## config.mk

```make
export PLATFORM = sky130hd
export DESIGN_NAME = frx_regs
export DESIGN_NICKNAME = d
export VERILOG_FILES = /design/src/hw/frx_pkg.sv /design/src/hw/frx_regs.sv /design/src/hw/frx_clock_output_select.sv
export SDC_FILE = /design/constraint.sdc
export NUM_CORES = 1
export LEC_CHECK = 0
export BUFFER_PORTS_ARGS = -buffer_cell sky130_fd_sc_hd__buf_2
export CAP_MARGIN = 0
export CORE_ASPECT_RATIO = 0.5
export CORE_MARGIN = 10
export CORE_UTILIZATION = 50
export DETAILED_ROUTE_END_ITERATION = 8
export PLACE_DENSITY = 0.73
export SETUP_SLACK_MARGIN = 0.1
export SYNTH_ARGS = -nofsm -noshare
export SYNTH_HDL_FRONTEND = slang
export SYNTH_SLANG_ARGS = --single-unit
```

## constraint.sdc

```tcl
create_clock -name core_clk -period 7.53 [get_ports core_clk]
set_input_delay 0.3765 -clock core_clk [delete_from_list [all_inputs] [get_ports core_clk]]
set_output_delay 0.3765 -clock core_clk [all_outputs]
set_load 0.005 [all_outputs]
```

## src/hw/frx_pkg.sv

```systemverilog
/*
  package for the receiver correction/timeout register bank: register
  indices, field positions, reset values and derived counts.
  assumes a 32-bit AXI4-Lite bus where each 8-bit register sits in the
  low byte of an aligned word at byte address 4 * index.
*/
package frx_pkg;
  // register indices (byte address = 4 * index)
  localparam logic [7:0] IDX_CORR_CTRL = 8'h1A;
  localparam logic [7:0] IDX_CORR_HIGH = 8'h1B;
  localparam logic [7:0] IDX_CORR_LOW = 8'h1C;
  localparam logic [7:0] IDX_FERR_HIGH = 8'h1D;
  localparam logic [7:0] IDX_FERR_LOW = 8'h1E;
  localparam logic [7:0] IDX_PRE_DET = 8'h1F;
  localparam logic [7:0] IDX_TO_RSSI = 8'h20;
  localparam logic [7:0] IDX_TO_PRE = 8'h21;
  localparam logic [7:0] IDX_TO_SYNC = 8'h22;
  localparam logic [7:0] IDX_RESTART = 8'h23;
  localparam logic [7:0] IDX_OSC = 8'h24;
  localparam logic [7:0] IDX_IRQ_STATUS = 8'h40;
  localparam logic [7:0] IDX_IRQ_MASK = 8'h41;

  // reset values
  localparam logic [7:0] RST_CORR = 8'h00;
  localparam logic [7:0] RST_PRE_DET = 8'hAA;
  localparam logic [7:0] RST_TIMEOUT = 8'h00;
  localparam logic [7:0] RST_OSC_SEL = 8'h07;
  localparam logic [4:0] RST_IRQ = 5'h00;

  // field positions
  localparam int POS_CORR_CLEAR = 1;
  localparam int POS_PRE_ENABLE = 7;
  localparam int POS_PRE_LEN_LO = 5;
  localparam int POS_RC_CAL = 3;

  // interrupt status bits
  localparam int IRQ_BITS = 5;
  localparam int IRQ_RSSI_TO = 0;
  localparam int IRQ_PRE_TO = 1;
  localparam int IRQ_SYNC_TO = 2;
  localparam int IRQ_PRE_FOUND = 3;
  localparam int IRQ_RESTART = 4;

  // timing in bit periods
  localparam int TIMEOUT_BITS_PER_UNIT = 16;
  localparam int RESTART_BITS_PER_UNIT = 4;
  localparam int TIMEOUT_CNT_W = 12;
  localparam int RESTART_CNT_W = 10;

  // clock output select codes
  localparam logic [2:0] CLOCK_OUTPUT_SELECT_RC = 3'h6;
  localparam logic [2:0] CLOCK_OUTPUT_SELECT_OFF = 3'h7;

  localparam logic [1:0] RESP_OKAY = 2'h0;
  localparam logic [1:0] RESP_SLVERR = 2'h2;

  typedef enum logic [1:0] {
    RST_IDLE = 2'b00,
    RST_WAIT = 2'b01,
    RST_LAUNCH = 2'b11
  } frx_restart_type;
endpackage : frx_pkg

```

## src/hw/frx_regs.sv

```systemverilog
/*
  receiver correction, preamble detector and timeout register bank behind
  an AXI4-Lite slave, with timeout counters, restart delay and interrupt.
  assumes event inputs and bit_tick come from logic on core_clk.
*/
// Decided for this implementation: the AXI4-Lite interface to the registers.
// Behaviour
// - the 16-bit signed correction lives in a high and a low byte, and a host write replaces the addressed byte.
// - the error estimate is a signed count of synthesizer frequency steps.
// - bit 7 of the preamble register enables the detector, on by default, overridden in agc phase.
// - bits 6-5 choose one, two or three preamble bytes before the preamble interrupt; 11 reserved.
// - bits 4-0, default ten, give the tolerated chip errors, four chips per bit.
// - rssi timeout fires after value*16 bit periods in receive without rssi event; zero disables.
// - preamble timeout fires after value*16 bit periods in receive without preamble; zero disables.
// - sync timeout fires after value*16 bit periods in receive without sync match; zero disables.
// - an automatic restart is launched only after value*4 extra bit periods.
// - writing one to bit 3 of the oscillator register starts rc calibration in standby; reads 0.
// - bits 2-0 of the oscillator register, default 111, select the clock output source or off.
// - writing one to the correction clear bit in receive mode zeroes the correction; reads 0.
`timescale 1ns/1ps
module frx_regs
  import frx_pkg::*;
#(
  parameter int ADDR_W = 12
) (
  input wire logic core_clk,
  input wire logic rst_n,
  input wire logic [ADDR_W-1:0] s_axi_awaddr,
  input wire logic s_axi_awvalid,
  output logic s_axi_awready,
  input wire logic [31:0] s_axi_wdata,
  input wire logic [3:0] s_axi_wstrb,
  input wire logic s_axi_wvalid,
  output logic s_axi_wready,
  output logic [1:0] s_axi_bresp,
  output logic s_axi_bvalid,
  input wire logic s_axi_bready,
  input wire logic [ADDR_W-1:0] s_axi_araddr,
  input wire logic s_axi_arvalid,
  output logic s_axi_arready,
  output logic [31:0] s_axi_rdata,
  output logic [1:0] s_axi_rresp,
  output logic s_axi_rvalid,
  input wire logic s_axi_rready,
  input wire logic rx_mode,
  input wire logic standby_mode,
  input wire logic agc_phase,
  input wire logic agc_preamble_enable,
  input wire logic bit_tick,
  input wire logic rssi_event,
  input wire logic preamble_byte_ok,
  input wire logic sync_match_event,
  input wire logic restart_request,
  input wire logic afc_load,
  input wire logic [15:0] afc_value_in,
  input wire logic fei_update,
  input wire logic [15:0] fei_value_in,
  input wire logic rc_clk_pin,
  output logic [15:0] freq_correction_value,
  output logic preamble_detect_enable,
  output logic [1:0] preamble_detect_length,
  output logic [4:0] preamble_chip_error_tolerance,
  output logic rc_calibration_trigger,
  output logic restart_launch,
  output logic clock_out,
  output logic rc_osc_enable,
  output logic irq
);
  logic [ADDR_W-1:0] aw_addr;
  logic [31:0] w_data;
  logic [3:0] w_strb;
  logic [15:0] freq_error_estimate;
  logic [7:0] ferr_low_frozen;
  logic [7:0] pre_cfg;
  logic [7:0] to_value [3];
  logic [7:0] restart_extra_delay;
  logic [2:0] clock_output_select;
  logic [IRQ_BITS-1:0] irq_status;
  logic [IRQ_BITS-1:0] irq_mask;
  logic rx_prev;
  logic [1:0] pre_bytes;
  logic pre_found_done;
  logic [TIMEOUT_CNT_W-1:0] to_cnt [3];
  logic [2:0] to_run;
  logic [2:0] to_fire;
  logic [RESTART_CNT_W-1:0] rst_cnt;
  frx_restart_type rst_state;
  frx_restart_type next_rst_state;

  // bus decode
  wire logic [7:0] wr_idx = aw_addr[9:2];
  wire logic [7:0] rd_idx = s_axi_araddr[9:2];
  wire logic wr_go = !s_axi_awready && !s_axi_wready && !s_axi_bvalid;
  wire logic wr_lane = wr_go && w_strb[0];
  wire logic [7:0] wr_byte = w_data[7:0];
  wire logic rd_go = s_axi_arvalid && s_axi_arready;
  wire logic wr_hit = (wr_idx >= IDX_CORR_CTRL && wr_idx <= IDX_OSC) ||
                      wr_idx == IDX_IRQ_STATUS || wr_idx == IDX_IRQ_MASK;
  wire logic rd_hit = (rd_idx >= IDX_CORR_CTRL && rd_idx <= IDX_OSC) ||
                      rd_idx == IDX_IRQ_STATUS || rd_idx == IDX_IRQ_MASK;
  wire logic wr_corr_ctrl = wr_lane && wr_idx == IDX_CORR_CTRL;
  wire logic wr_osc = wr_lane && wr_idx == IDX_OSC;
  wire logic corr_clear = wr_corr_ctrl && wr_byte[POS_CORR_CLEAR] && rx_mode;
  wire logic rc_cal_go = wr_osc && wr_byte[POS_RC_CAL] && standby_mode;
  wire logic rd_status = rd_go && rd_idx == IDX_IRQ_STATUS;
  wire logic rd_ferr_high = rd_go && rd_idx == IDX_FERR_HIGH;

  // read mux; trigger and clear bits always read as zero
  wire logic [7:0] rd_byte =
    (rd_idx == IDX_CORR_HIGH) ? freq_correction_value[15:8] :
    (rd_idx == IDX_CORR_LOW) ? freq_correction_value[7:0] :
    (rd_idx == IDX_FERR_HIGH) ? freq_error_estimate[15:8] :
    (rd_idx == IDX_FERR_LOW) ? ferr_low_frozen :
    (rd_idx == IDX_PRE_DET) ? pre_cfg :
    (rd_idx == IDX_TO_RSSI) ? to_value[0] :
    (rd_idx == IDX_TO_PRE) ? to_value[1] :
    (rd_idx == IDX_TO_SYNC) ? to_value[2] :
    (rd_idx == IDX_RESTART) ? restart_extra_delay :
    (rd_idx == IDX_OSC) ? {5'h00, clock_output_select} :
    (rd_idx == IDX_IRQ_STATUS) ? {3'h0, irq_status} :
    (rd_idx == IDX_IRQ_MASK) ? {3'h0, irq_mask} : 8'h00;

  // receive entry and exit
  wire logic rx_enter = rx_mode && !rx_prev;
  wire logic [1:0] pre_len_code = pre_cfg[POS_PRE_LEN_LO+1:POS_PRE_LEN_LO];
  wire logic [1:0] pre_need = (pre_len_code == 2'h3) ? 2'h2 : pre_len_code;
  wire logic pre_on = agc_phase ? agc_preamble_enable : pre_cfg[POS_PRE_ENABLE];
  wire logic pre_found = rx_mode && pre_on && preamble_byte_ok && !pre_found_done &&
                         pre_bytes == pre_need;
  wire logic [2:0] to_stop = {sync_match_event, pre_found, rssi_event};
  wire logic restart_done = rst_state == RST_LAUNCH;
  wire logic [IRQ_BITS-1:0] irq_set = {restart_done, pre_found, to_fire};
  wire logic [IRQ_BITS-1:0] next_irq_status = (rd_status ? '0 : irq_status) | irq_set;

  // axi handshakes: address and data taken in either order, one write at a time
  always_ff @(posedge core_clk or negedge rst_n) begin
    if (!rst_n) begin
      s_axi_awready <= 1'b1;
      s_axi_wready <= 1'b1;
      s_axi_bvalid <= 1'b0;
      s_axi_bresp <= RESP_OKAY;
      aw_addr <= '0;
      w_data <= 32'h0000_0000;
      w_strb <= 4'h0;
    end else begin
      if (s_axi_awvalid && s_axi_awready) begin
        aw_addr <= s_axi_awaddr;
        s_axi_awready <= 1'b0;
      end
      if (s_axi_wvalid && s_axi_wready) begin
        w_data <= s_axi_wdata;
        w_strb <= s_axi_wstrb;
        s_axi_wready <= 1'b0;
      end
      if (wr_go) begin
        s_axi_bvalid <= 1'b1;
        s_axi_bresp <= wr_hit ? RESP_OKAY : RESP_SLVERR;
        s_axi_awready <= 1'b1;
        s_axi_wready <= 1'b1;
      end else if (s_axi_bvalid && s_axi_bready) begin
        s_axi_bvalid <= 1'b0;
      end
    end
  end

  always_ff @(posedge core_clk or negedge rst_n) begin
    if (!rst_n) begin
      s_axi_arready <= 1'b1;
      s_axi_rvalid <= 1'b0;
      s_axi_rdata <= 32'h0000_0000;
      s_axi_rresp <= RESP_OKAY;
    end else if (rd_go) begin
      s_axi_arready <= 1'b0;
      s_axi_rvalid <= 1'b1;
      s_axi_rdata <= {24'h00_0000, rd_byte};
      s_axi_rresp <= rd_hit ? RESP_OKAY : RESP_SLVERR;
    end else if (s_axi_rvalid && s_axi_rready) begin
      s_axi_rvalid <= 1'b0;
      s_axi_arready <= 1'b1;
    end
  end

  // correction value: host write wins over the loop, clear wins over both
  always_ff @(posedge core_clk or negedge rst_n) begin
    if (!rst_n) begin
      freq_correction_value <= {RST_CORR, RST_CORR};
    end else if (corr_clear) begin
      freq_correction_value <= 16'h0000;
    end else if (wr_lane && wr_idx == IDX_CORR_HIGH) begin
      freq_correction_value[15:8] <= wr_byte;
    end else if (wr_lane && wr_idx == IDX_CORR_LOW) begin
      freq_correction_value[7:0] <= wr_byte;
    end else if (afc_load) begin
      freq_correction_value <= afc_value_in;
    end
  end

  // error estimate in synthesizer steps; low byte frozen by the high-byte read
  always_ff @(posedge core_clk or negedge rst_n) begin
    if (!rst_n) begin
      freq_error_estimate <= 16'h0000;
      ferr_low_frozen <= 8'h00;
    end else begin
      if (fei_update) begin
        freq_error_estimate <= fei_value_in;
      end else if (wr_lane && wr_idx == IDX_FERR_HIGH) begin
        freq_error_estimate[15:8] <= wr_byte;
      end else if (wr_lane && wr_idx == IDX_FERR_LOW) begin
        freq_error_estimate[7:0] <= wr_byte;
      end
      if (rd_ferr_high) begin
        ferr_low_frozen <= freq_error_estimate[7:0];
      end
    end
  end

  // plain configuration registers
  always_ff @(posedge core_clk or negedge rst_n) begin
    if (!rst_n) begin
      pre_cfg <= RST_PRE_DET;
      restart_extra_delay <= RST_TIMEOUT;
      clock_output_select <= RST_OSC_SEL[2:0];
      irq_mask <= RST_IRQ;
    end else if (wr_lane) begin
      if (wr_idx == IDX_PRE_DET) pre_cfg <= wr_byte;
      if (wr_idx == IDX_RESTART) restart_extra_delay <= wr_byte;
      if (wr_idx == IDX_OSC) clock_output_select <= wr_byte[2:0];
      if (wr_idx == IDX_IRQ_MASK) irq_mask <= wr_byte[IRQ_BITS-1:0];
    end
  end

  // sticky status: a read clears, an event in the same cycle still sets
  always_ff @(posedge core_clk or negedge rst_n) begin
    if (!rst_n) begin
      irq_status <= RST_IRQ;
      irq <= 1'b0;
    end else begin
      irq_status <= next_irq_status;
      irq <= |(next_irq_status & irq_mask);
    end
  end

  // detector outputs; the agc phase supersedes the enable bit
  always_ff @(posedge core_clk or negedge rst_n) begin
    if (!rst_n) begin
      preamble_detect_enable <= 1'b0;
      preamble_detect_length <= 2'h0;
      preamble_chip_error_tolerance <= 5'h00;
      rc_calibration_trigger <= 1'b0;
      rx_prev <= 1'b0;
      pre_bytes <= 2'h0;
      pre_found_done <= 1'b0;
    end else begin
      preamble_detect_enable <= pre_on;
      preamble_detect_length <= pre_len_code;
      preamble_chip_error_tolerance <= pre_cfg[4:0];
      rc_calibration_trigger <= rc_cal_go;
      rx_prev <= rx_mode;
      if (rx_enter || !rx_mode || !pre_on) begin
        pre_bytes <= 2'h0;
        pre_found_done <= 1'b0;
      end else if (pre_found) begin
        pre_found_done <= 1'b1;
      end else if (preamble_byte_ok && !pre_found_done) begin
        pre_bytes <= pre_bytes + 2'h1;
      end
    end
  end

  // three receive timeouts counted in bit periods
  for (genvar ch = 0; ch < 3; ch++) begin : g_timeout
    wire logic [TIMEOUT_CNT_W-1:0] limit =
      TIMEOUT_CNT_W'(to_value[ch]) * TIMEOUT_CNT_W'(TIMEOUT_BITS_PER_UNIT);
    wire logic wr_this = wr_lane && wr_idx == IDX_TO_RSSI + 8'(ch);
    assign to_fire[ch] = to_run[ch] && bit_tick && (to_cnt[ch] + 1'b1 == limit);
    always_ff @(posedge core_clk or negedge rst_n) begin
      if (!rst_n) begin
        to_value[ch] <= RST_TIMEOUT;
        to_cnt[ch] <= '0;
        to_run[ch] <= 1'b0;
      end else begin
        if (wr_this) to_value[ch] <= wr_byte;
        if (rx_enter) begin
          to_cnt[ch] <= '0;
          to_run[ch] <= to_value[ch] != 8'h00;
        end else if (!rx_mode || to_stop[ch] || to_fire[ch]) begin
          to_run[ch] <= 1'b0;
        end else if (to_run[ch] && bit_tick) begin
          to_cnt[ch] <= to_cnt[ch] + 1'b1;
        end
      end
    end
  end

  // restart delay; a zero delay launches two cycles after the request
  always_comb begin
    next_rst_state = rst_state;
    unique case (rst_state)
      RST_IDLE: if (restart_request) next_rst_state = RST_WAIT;
      RST_WAIT: if (rst_cnt == '0) next_rst_state = RST_LAUNCH;
      RST_LAUNCH: next_rst_state = RST_IDLE;
      default: next_rst_state = RST_IDLE;
    endcase
  end

  always_ff @(posedge core_clk or negedge rst_n) begin
    if (!rst_n) begin
      rst_state <= RST_IDLE;
      rst_cnt <= '0;
      restart_launch <= 1'b0;
    end else begin
      rst_state <= next_rst_state;
      restart_launch <= next_rst_state == RST_LAUNCH;
      if (rst_state == RST_IDLE && restart_request) begin
        rst_cnt <= RESTART_CNT_W'(restart_extra_delay) *
                   RESTART_CNT_W'(RESTART_BITS_PER_UNIT);
      end else if (rst_state == RST_WAIT && bit_tick && rst_cnt != '0) begin
        rst_cnt <= rst_cnt - 1'b1;
      end
    end
  end

  frx_clock_output_select u_clock_output_select (
    .core_clk(core_clk),
    .rst_n(rst_n),
    .clock_output_select(clock_output_select),
    .rc_clk_pin(rc_clk_pin),
    .clock_out(clock_out),
    .rc_osc_enable(rc_osc_enable)
  );

  // checks
  logic rd_was_ctrl;
  logic rd_was_osc;
  always_ff @(posedge core_clk or negedge rst_n) begin
    if (!rst_n) begin
      rd_was_ctrl <= 1'b0;
      rd_was_osc <= 1'b0;
    end else if (rd_go) begin
      rd_was_ctrl <= rd_idx == IDX_CORR_CTRL;
      rd_was_osc <= rd_idx == IDX_OSC;
    end
  end

  clear_reads_zero_a: assert property (@(posedge core_clk) disable iff (!rst_n)
    s_axi_rvalid && rd_was_ctrl |-> !s_axi_rdata[POS_CORR_CLEAR])
    else $error("correction clear bit read back as one");

  cal_reads_zero_a: assert property (@(posedge core_clk) disable iff (!rst_n)
    s_axi_rvalid && rd_was_osc |-> !s_axi_rdata[POS_RC_CAL])
    else $error("calibration trigger bit read back as one");

  cal_in_standby_a: assert property (@(posedge core_clk) disable iff (!rst_n)
    rc_calibration_trigger |-> $past(standby_mode) && $past(wr_osc))
    else $error("calibration started outside standby");

  clear_zeroes_a: assert property (@(posedge core_clk) disable iff (!rst_n)
    corr_clear |=> freq_correction_value == 16'h0000)
    else $error("correction not cleared");

  timeout_off_a: assert property (@(posedge core_clk) disable iff (!rst_n)
    to_value[2] == 8'h00 && rx_enter |=> !to_run[2])
    else $error("disabled sync timeout armed");

  timeout_count_a: assert property (@(posedge core_clk) disable iff (!rst_n)
    to_fire[1] |-> to_cnt[1] == TIMEOUT_CNT_W'(to_value[1]) * 12'd16 - 12'd1)
    else $error("preamble timeout fired at wrong count");

  sync_stop_a: assert property (@(posedge core_clk) disable iff (!rst_n)
    sync_match_event && !rx_enter |=> !to_run[2])
    else $error("sync timeout kept running after match");

  status_set_a: assert property (@(posedge core_clk) disable iff (!rst_n)
    to_fire[0] |=> irq_status[IRQ_RSSI_TO])
    else $error("timeout event lost");

  restart_zero_a: assert property (@(posedge core_clk) disable iff (!rst_n)
    rst_state == RST_IDLE && restart_request && restart_extra_delay == 8'h00
    |-> ##2 restart_launch)
    else $error("zero restart delay not honoured");

  ferr_freeze_a: assert property (@(posedge core_clk) disable iff (!rst_n)
    rd_ferr_high |=> ferr_low_frozen == $past(freq_error_estimate[7:0]))
    else $error("error low byte not frozen by high read");
endmodule : frx_regs

```

## src/hw/frx_clock_output_select.sv

```systemverilog
/*
  clock output generator: divided crystal reference or the resynchronised
  rc oscillator, or held low when off.
  assumes core_clk runs at twice the crystal frequency, so a free counter
  bit k gives the crystal divided by 2**k; rc_clk_pin is asynchronous.
*/
`timescale 1ns/1ps
module frx_clock_output_select
  import frx_pkg::*;
(
  input wire logic core_clk,
  input wire logic rst_n,
  input wire logic [2:0] clock_output_select,
  input wire logic rc_clk_pin,
  output logic clock_out,
  output logic rc_osc_enable
);
  logic [5:0] div_cnt;
  logic rc_sync1;
  logic rc_sync2;
  wire logic div_bit = (clock_output_select <= 3'h5) ? div_cnt[clock_output_select] : 1'b0;
  wire logic next_clock_out = (clock_output_select == CLOCK_OUTPUT_SELECT_RC) ? rc_sync2 : div_bit;

  // rc source is asynchronous: two flops before use
  always_ff @(posedge core_clk or negedge rst_n) begin
    if (!rst_n) begin
      div_cnt <= 6'h00;
      rc_sync1 <= 1'b0;
      rc_sync2 <= 1'b0;
      clock_out <= 1'b0;
      rc_osc_enable <= 1'b0;
    end else begin
      div_cnt <= div_cnt + 6'h01;
      rc_sync1 <= rc_clk_pin;
      rc_sync2 <= rc_sync1;
      clock_out <= next_clock_out;
      rc_osc_enable <= (clock_output_select == CLOCK_OUTPUT_SELECT_RC);
    end
  end
endmodule : frx_clock_output_select

```

Yosys cells after proc, flatten, opt, wreduce, memory -nomap -nowiden. Cells that the tools add are included.

$add $sub $neg: 6. Magnitude comparators: 6. Eq/ne operators: 41. Muxes and demuxes: 66. Bitwise logic cells: 2. Reductions and logical operators: 94.

Operators with widths (number): $mux W8 (16); $mux W12 (9); $eq A8 B5 Y1 const B (11); $eq A8 B6 Y1 const B (10); $mux W16 (3); $logic_and A1 B1 Y1 (40); $add A12 B1 Y12 const B (3); $eq A12 B12 Y1 (3); $eq A8 B7 Y1 const B (4); $reduce_bool A2 Y1 (15); $reduce_bool A8 Y1 (3); $mux W1 (22); $reduce_and A2 Y1 (11); $mux W10 (2); $mux W5 (4); $ge A8 B5 Y1 const B (2); $le A8 B6 Y1 const B (2); $mux W2 (8); $logic_or A1 B1 Y1 (12); $logic_not A10 Y1 (1); $ne A2 B2 Y1 const B (5); $reduce_bool A10 Y1 (1); $sub A10 B1 Y10 const B (1); $logic_not A1 Y1 (7); other kinds (17) (20).

Flip-flop bits (word level): 205. Input port bits: 111. Output and inout port bits: 70.

Longest topological paths before layout. Gate-level depths: netlist of the first run.

Depth in word-level cells: 13. Gate-level depth with buffers: 10.

Hierarchy. From an unflattened synthesis of the first run, not the netlist that was laid out.

Cells, all modules: 1068. Area total of the unflattened synthesis: 10960.5 µm².

Modules (own cells, without submodules): frx_regs (instances 1, cells each 1041, area each 10576.4 µm², seq. area each 4792.1 µm²); frx_clock_output_select (instances 1, cells each 27, area each 384.1 µm², seq. area each 250.2 µm²).

Worst setup path after synthesis of the first run. OpenSTA, ideal clock, no wires.

Path type: reg2reg. From: register to_cnt[30] in the netlist's numbering. To: register to_cnt[32] in the netlist's numbering. Library setup time: 119 ps. Arrival time: 2409 ps. Path slack: 5002 ps. Cell stages (with the launch flop): 10. Path buffers: 2. Clock period less this slack: 2528 ps. Path through: dfrtp_1 clkbuf_1 inv_1 or4_1 xnor2_1 or4_1 o21ai_1 buf_2 nor3_1 o21a_1.

Cells in the longest elaborated chain, start to end: 6. Elaborated cells on any way between the ends: 9. Those cells by class: 1 x add/sub; 2 x eq/ne; 3 x mux; 3 x reduce/logical.

Ends and longest elaborated chain: from (decl) (RTL line frx_regs.sv:83) `logic [TIMEOUT_CNT_W-1:0] to_cnt [3];`; from (signal, indexed assignment) (RTL line frx_regs.sv:289) `to_cnt[ch] <= to_cnt[ch] + 1'b1;`; $add A12 B1 Y12 (*) (RTL line frx_regs.sv:275, frx_regs.sv:289); $eq A12 B12 Y1 (RTL line frx_regs.sv:275) `assign to_fire[ch] = to_run[ch] && bit_tick && (to_cnt[ch] + 1'b1 == limit);`; $logic_and A1 B1 Y1 (RTL line frx_regs.sv:275); $logic_or A1 B1 Y1 (RTL line frx_regs.sv:286) `end else if (!rx_mode || to_stop[ch] || to_fire[ch]) begin`; $ne A2 B2 Y1 (no source line); $reduce_and A2 Y1 (no source line).

Mark *: on every way between the ends. The rest lies on a longest branch, timed or not. The select of a mux whose other input is x is not followed. A chain may end at the register's enable or synchronous reset.

Worst setup path after layout of the first run.
From: register to_cnt[12] in the netlist's numbering. To: register to_cnt[19] in the netlist's numbering.

Same word-level chain as after synthesis.

==> flow_summary.json, run 1 <==
{
  "viasPerCell": 5.98,
  "drv_slew": 0,
  "htree_levels": 1,
  "synth.avg_cell_area_um2": 9.91,
  "maxCapViolations": 0,
  "cp_cell_sequence": "ha_1, inv_1, or2_2, xnor2_1, nor4_1, nand4_1, nand3_1, mux2i_1",
  "fin_cells": 1500,
  "finalSetupTns_ps": 0,
  "drtIter0Drc": 807,
  "slowest_stage": "nand4_1",
  "netlist_instances": 1101,
  "cts_tree": "done",
  "cts.sinks": 201,
  "p_leak_nw": 5.55,
  "crit_family": "simple AND/OR/NAND/NOR gates",
  "worstSetupPathType": "flip-flop to flip-flop",
  "worst_ir_drop_vdd_mv": 0.285,
  "end_kind": "flip-flop",
  "power.total_w": 0.00305,
  "hold_class": "input port to flip-flop",
  "finalHoldViolCount": 0,
  "path_max_fanout": 13,
  "numCtsBuffers": 20,
  "yosysWarningCount": 0,
  "status": "finished clean",
  "yosysSeqAreaShare": 0.462,
  "dieWidth_um": 229,
  "holdBufCountCts": 2,
  "cp_slowest_stage_delay_ps": 640,
  "path_buf_inv": 1,
  "final_cell_mix": "191 x dfrtp_1, 120 x nand2_1, 118 x buf_2",
  "cp.arrival_ps": 3480,
  "grt_max_degree": 84,
  "portBuffers": 119,
  "clockBufferDepth": 3,
  "synth-async-reset-ratio": 1.00,
  "ys.flop_type": "dfrtp_1",
  "dp_slack_ps": 4240,
  "antenna_found_initial": 1,
  "synth_cell_types": 79,
  "clkLatencyLatePin_ps": 510,
  "yosys_register_bits": 201,
  "skew_ps": 22.4,
  "start_util": 0.506,
  "syn_area_um2": 10900,
  "row_count": 38,
  "track_usage": 0.206,
  "die_h_um": 124,
  "layout_commonest_cell": "dfrtp_1",
  "ios": 181,
  "drive_above_1_share": 0.224,
  "startpoint_type": "flip-flop",
  "clk_pin_slew_ps": 60,
  "cts_root_buffer": "clkbuf_16",
  "grt_pass1_vias": 8797,
  "drt-wirelength-per-cell_um": 20.2,
  "finalWorstSetupSlack_ps": 4470,
  "setup_violations": 0,
  "grt_pass1_wl_um": 48500,
  "dieArea_um2": 28500,
  "fmax_ghz": 0.327,
  "place_hpwl_um": 21900,
  "drcViolationCount": 0,
  "firstDrtPassIters": 6,
  "post-place-cells": 1461,
  "finalCritPeriodShare": 0.406,
  "vias": 8976,
  "period_minus_slack_ps": 3060,
  "layout.nets": 1306,
  "crit_required_ps": 7950,
  "cts_resized": 0,
  "relSlewSlack": 0.238,
  "p_per_area_nw_per_um2": 249,
  "area.growth.synth_to_final_pct": 12.3,
  "ant_nets": 0,
  "rsz0062_at_grt": "false",
  "coreArea_um2": 21500,
  "post_cts_buffers": 0,
  "gp_congestion": 0.911,
  "final_core_util": 0.569,
  "overflow": 0,
  "worst_pin_slew_ps": 1130,
  "synth-edff-count": 0,
  "wirelength_um": 30400
}
worst register-to-register path: stages, from the launching register on:
cell     delay (ps)
dfrtp_1         440
ha_1            340
inv_1            60
or2_2           330
xnor2_1         140
nor4_1          430
nand4_1         640
nand3_1         380
mux2i_1         210
registers in the layout, indices dropped and copies added, names as in the netlist, 6 cells and up:
signal / cells
restart_extra_delay: 8
freq_error_estimate: 16
w_data: 8
aw_addr: 8
freq_correction_value: 16
to_cnt: 36
rst_cnt: 10
pre_cfg: 8
s_axi_rdata: 8
ferr_low_frozen: 8
u_clock_output_select.div_cnt: 6
to_value: 24
path summary, 6_finish.rpt:
path / start / to / slack (ps) / cells after the start
max: to_cnt[12]$_DFFE_PN0P_ / to_cnt[19]$_DFFE_PN0P_ / 4470 / 8
min: s_axi_awvalid / s_axi_awready$_DFFE_PN1P_ / 20 / 2
max reg2reg: to_cnt[12]$_DFFE_PN0P_ / to_cnt[19]$_DFFE_PN0P_ / 4470 / 8
min reg2reg: u_clock_output_select.rc_sync1$_DFF_PN0_ / u_clock_output_select.rc_sync2$_DFF_PN0_ / 360 / 0
max in group asynchronous: rst_n / to_cnt[20]$_DFFE_PN0P_ / 5690 / 3
min in group asynchronous: rst_n / w_strb[0]$_DFFE_PN0P_ / 480 / 2
cells by family after synthesis:
group / Yosys count / synth area share
other: 1 / 0.000344
buffers and inverters: 111 / 0.0512
adder cells (fa/ha/maj): 9 / 0.0103
XOR/XNOR: 46 / 0.0369
AND/OR/NAND/NOR: 391 / 0.180
flip-flops: 201 / 0.462
AO/OA/AOI/OAI: 218 / 0.132
multiplexers: 124 / 0.127
where the power goes:
group | total [W] | switching (W) | leakage, nW | internal, W
sequential | 0.00153 | 0.000282 | 2.60 | 0.00124
clock | 0.00102 | 0.000420 | 0.328 | 0.000600
combinational | 0.000508 | 0.000259 | 2.62 | 0.000249
total | 0.00305 | 0.000960 | 5.55 | 0.00209
cells in the mapped netlist (4+ instances only):
| cell type | count | area (µm²) |
|---|---|---|
| nor4_1 | 12 | 75.1 |
| o21a_1 | 5 | 37.5 |
| and4_1 | 5 | 43.8 |
| a31o_2 | 5 | 43.8 |
| inv_1 | 22 | 82.6 |
| buf_2 | 11 | 55.1 |
| mux2_2 | 79 | 890 |
| a31oi_1 | 15 | 93.8 |
| and2_1 | 6 | 37.5 |
| a21o_1 | 6 | 45.0 |
| or3_1 | 14 | 87.6 |
| nor3_1 | 27 | 135 |
| nand2b_1 | 13 | 81.3 |
| dfrtp_1 | 191 | 4780 |
| a211oi_1 | 4 | 30.0 |
| a22o_1 | 5 | 43.8 |
| buf_4 | 27 | 203 |
| clkbuf_1 | 40 | 150 |
| o21ai_0 | 61 | 305 |
| mux2i_1 | 41 | 410 |
| buf_1 | 7 | 26.3 |
| and3_1 | 16 | 100 |
| nand3_1 | 39 | 195 |
| mux4_2 | 4 | 90.1 |
| o32ai_1 | 4 | 35.0 |
| nor2_1 | 71 | 267 |
| a21oi_1 | 46 | 230 |
| o31ai_1 | 20 | 150 |
| nand4_1 | 22 | 138 |
| nor2b_1 | 17 | 106 |
| nand2_1 | 120 | 450 |
| ha_1 | 9 | 113 |
| or4_1 | 10 | 75.1 |
| xnor2_1 | 27 | 236 |
| dfstp_2 | 10 | 263 |
| xor2_1 | 19 | 166 |
final cells by class:
class	count	area, µm²
tap	300	375
multi-input combinational	814	5410
clock buffer	29	574
fill	1877	9290
antenna	1	2.50
inverter	22	82.6
clock inverter	6	91.3
sequential	201	5040
timing repair buffer	127	673
routing by layer:
metal	up-vias	GRT usage	routed length, µm
met5	-	0	0
met4	0	0.0492	572
met3	52	0.0484	2490
met2	384	0.327	13900
met1	4433	0.279	13400
li1	4107	-	-
metrics by stage:
| step | hold WS, ps | instance area (µm²) |
|---|---|---|
| finish | 20.3 | 12200 |
| global route | 13.1 | 12200 |
| CTS | 10.8 | 12200 |
| detailed placement | 339 | 11500 |
| global placement | 332 | 11500 |
| floorplan | 80.9 | 11000 |
Note: power is estimated with default switching activity, not from simulation.
==> inputs of run 2 (changes only) <==
--- a/config.mk
+++ b/config.mk
@@ -5,13 +5,14 @@
 export SDC_FILE = /design/constraint.sdc
 export NUM_CORES = 1
 export LEC_CHECK = 0
+export ABC_AREA = 1
 export BUFFER_PORTS_ARGS = -buffer_cell sky130_fd_sc_hd__buf_2
 export CAP_MARGIN = 0
 export CORE_ASPECT_RATIO = 0.5
 export CORE_MARGIN = 10
 export CORE_UTILIZATION = 50
 export DETAILED_ROUTE_END_ITERATION = 8
-export PLACE_DENSITY = 0.73
+export PLACE_DENSITY = 0.76
 export SETUP_SLACK_MARGIN = 0.1
 export SYNTH_ARGS = -nofsm -noshare
 export SYNTH_HDL_FRONTEND = slang
==> constraint.sdc (replaced) <==
create_clock -name core_clk -period 2.8 [get_ports core_clk]
set_input_delay 0.14 -clock core_clk [delete_from_list [all_inputs] [get_ports core_clk]]
set_output_delay 0.14 -clock core_clk [all_outputs]
set_load 0.005 [all_outputs]
==> flow_summary.json, run 2 <==
{
  "htree_levels": 1,
  "drv_slew": 0,
  "vias": 10656,
  "cts_tree": "done",
  "grt_pass1_vias": 10081,
  "firstDrtPassIters": 6,
  "drtIter0Drc": 950,
  "met2_usage": 0.349,
  "cp_cell_sequence": "ha_1, nand2_1, nor2_2, nand3_1, nand2_1, nand2_1, nand2_1, nand3_1, nor2_1, nand2_1, nand3_2, nand2_2, nand2_1, nand2_1",
  "crit_top_cell": "nand2_1",
  "overflow": 0,
  "maxCapViolations": 0,
  "ant_nets": 0,
  "met3_usage": 0.0431,
  "finalCritPeriodShare": 0.849,
  "layout_commonest_cell": "nand2_1",
  "cts.sinks": 201,
  "path_max_fanout": 12,
  "cts_root_buffer": "clkbuf_16",
  "rr_worst_depth": 14,
  "row_count": 38,
  "seq_area_um2": 5040,
  "ios": 181,
  "netlist_instances": 1500,
  "clkLatencyLatePin_ps": 500,
  "startpoint": "to_cnt[12]$_DFFE_PN0P_",
  "synth.area.top_cells": "dfrtp_1 43%, nand2_1 15%, nand3_1 6.0%",
  "yosysSeqAreaShare": 0.455,
  "synth-async-reset-ratio": 1.00,
  "largest_register": "to_cnt",
  "start_util": 0.510,
  "timing.rr.start": "to_cnt[12]$_DFFE_PN0P_",
  "dieArea_um2": 28900,
  "end_kind": "flip-flop",
  "synth_cell_types": 45,
  "largest_reg_flops": 36,
  "regToRegEndpoint": "to_cnt[19]$_DFFE_PN0P_",
  "status": "finished clean",
  "antenna_found_initial": 5,
  "hold_slack_ps": 15.8,
  "p_per_area_nw_per_um2": 659,
  "yosys.cell_count.top_type": "nand2_1",
  "clk_pin_slew_ps": 60,
  "layout.nets": 1788,
  "gp_congestion": 1.01,
  "place_hpwl_um": 23600,
  "yosysWarningCount": 0,
  "synth_common_cells": "445 x nand2_1, 191 x dfrtp_1, 174 x inv_1",
  "period_minus_slack_ps": 2380,
  "finalSetupTns_ps": 0,
  "synth.avg_cell_area_um2": 7.39,
  "ys.flop_type": "dfrtp_1",
  "track_usage": 0.218,
  "largestRegisters": "to_cnt (36), to_value (24)",
  "area.growth.synth_to_final_pct": 18.3,
  "coreArea_um2": 21700,
  "multiInputGateArea_um2": 5110,
  "setup_violations": 0,
  "cp.arrival_ps": 2770,
  "rsz0062_at_grt": "false",
  "viasPerCell": 5.37,
  "synth-edff-count": 0,
  "grt_max_degree": 97,
  "grt.met1_usage": 0.295,
  "worstSetupPathType": "flip-flop to flip-flop",
  "drive_above_1_share": 0.120,
  "p_leak_nw": 6.53,
  "cp_slowest_stage_delay_ps": 540,
  "relSlewSlack": 0.483,
  "slowest_stage": "dfrtp_1",
  "portBuffers": 119,
  "yosysTopAreaCell": "dfrtp_1",
  "hold_class": "input port to flip-flop",
  "clockBufferDepth": 3,
  "worst_pin_slew_ps": 775,
  "cts_resized": 0,
  "top_usage_layer": "met2",
  "holdBufCountCts": 52,
  "numCtsBuffers": 20,
  "yosys_register_bits": 201,
  "drcViolationCount": 0,
  "final_cell_mix": "445 x nand2_1, 191 x dfrtp_1, 174 x inv_1",
  "grt_pass1_wl_um": 52200,
  "wirelength_um": 32300,
  "skew_ps": 12.0,
  "finalHoldViolCount": 0,
  "fmax_ghz": 0.421,
  "dieWidth_um": 231,
  "r2r_slack_ps": 420,
  "startpoint_type": "flip-flop",
  "fill_cells": 1896,
  "post_cts_buffers": 0,
  "crit_required_ps": 3190,
  "drt-wirelength-per-cell_um": 16.3,
  "crit_end": "to_cnt[19]$_DFFE_PN0P_",
  "worst_ir_drop_vdd_mv": 0.636,
  "die_h_um": 125,
  "yosysTopAreaCellShare": 0.431,
  "syn_area_um2": 11100
}
==> run 2: changes by cell type after synthesis, sizes merged, moves of 19 or more <==
cell   before  now
mux2       79    8
o21ai      62   99
xnor2      27    2
mux2i      41    0
inv        22  175
nand3      39  135
nor2       71  182
nand2     120  448
o31ai      20    1
==> run 2: worst max-delay path: cells and delay by family, from the launching register on <==
kind	cells	cell delay, ps
adders and majority gates	1	300
DFF	1	540
and+or+nand+nor	13	1430
==> run 2: worst min-delay path by stage <==
stage,from,end,slack (ps),cells after the start
final,afc_value_in[13],freq_correction_value[13]$_DFFE_PN0P_,20,5
after floorplan,rst_n,aw_addr[2]$_DFFE_PN0P_,-160,0
after detailed placement,rc_clk_pin,u_clock_output_select.rc_sync1$_DFF_PN0_,260,1
after global placement,rc_clk_pin,u_clock_output_select.rc_sync1$_DFF_PN0_,250,1
after CTS,afc_value_in[12],freq_correction_value[12]$_DFFE_PN0P_,10,5
after global routing,afc_value_in[13],freq_correction_value[13]$_DFFE_PN0P_,20,5
==> run 2: layout make-up <==
cell class / count / share of cell area
inverter: 177 / 0.0507
clock inverter: 7 / 0.00696
antenna: 5 / 0.000954
sequential: 201 / 0.384
tap: 300 / 0.0286
clock buffer: 28 / 0.0444
multi-input combinational: 1085 / 0.389
timing repair buffer: 183 / 0.0945
==> run 2: routing by layer <==
layer | up-vias | part of all wire
met2 | 387 | 0.46
li1 | 5149 | -
met5 | - | 0
met1 | 5056 | 0.44
met3 | 64 | 0.075
met4 | 0 | 0.028
==> run 2: power breakdown <==
group / total [W] / internal [W] / switching [W]
Combinational: 0.00204 / 0.000699 / 0.00134
Sequential: 0.00383 / 0.00338 / 0.000445
Clock: 0.00278 / 0.00164 / 0.00114
==> run 2: per-stage QoR <==
| stage | instance area, µm² | total power, W | std cells | utilization | worst slack [ps] |
|---|---|---|---|---|---|
| after detailed placement | 11900 | 0.00581 | 1894 | 0.548 | 443 |
| after CTS | 13100 | 0.00864 | 1981 | 0.603 | 431 |
| after global placement | 11900 | 0.00572 | 1894 | 0.548 | 534 |
| after global routing | 13100 | 0.00913 | 1986 | 0.604 | 149 |
| final | 13100 | 0.00864 | 1986 | 0.604 | 423 |
| after floorplan | 11200 | 0.00503 | 1525 | - | 821 |
==> run 2: kinds of logic (layout without fill, tap and decap cells) <==
family	count (synthesis)	after routing	share of synthesized area
buf+inv	239	395	0.0931
compound gates	198	198	0.102
other cells	1	31	0.000338
xor+xnor	19	19	0.0187
mux	8	8	0.00813
fa+ha+maj	9	9	0.0102
flops	201	201	0.455
simple gates	825	825	0.313
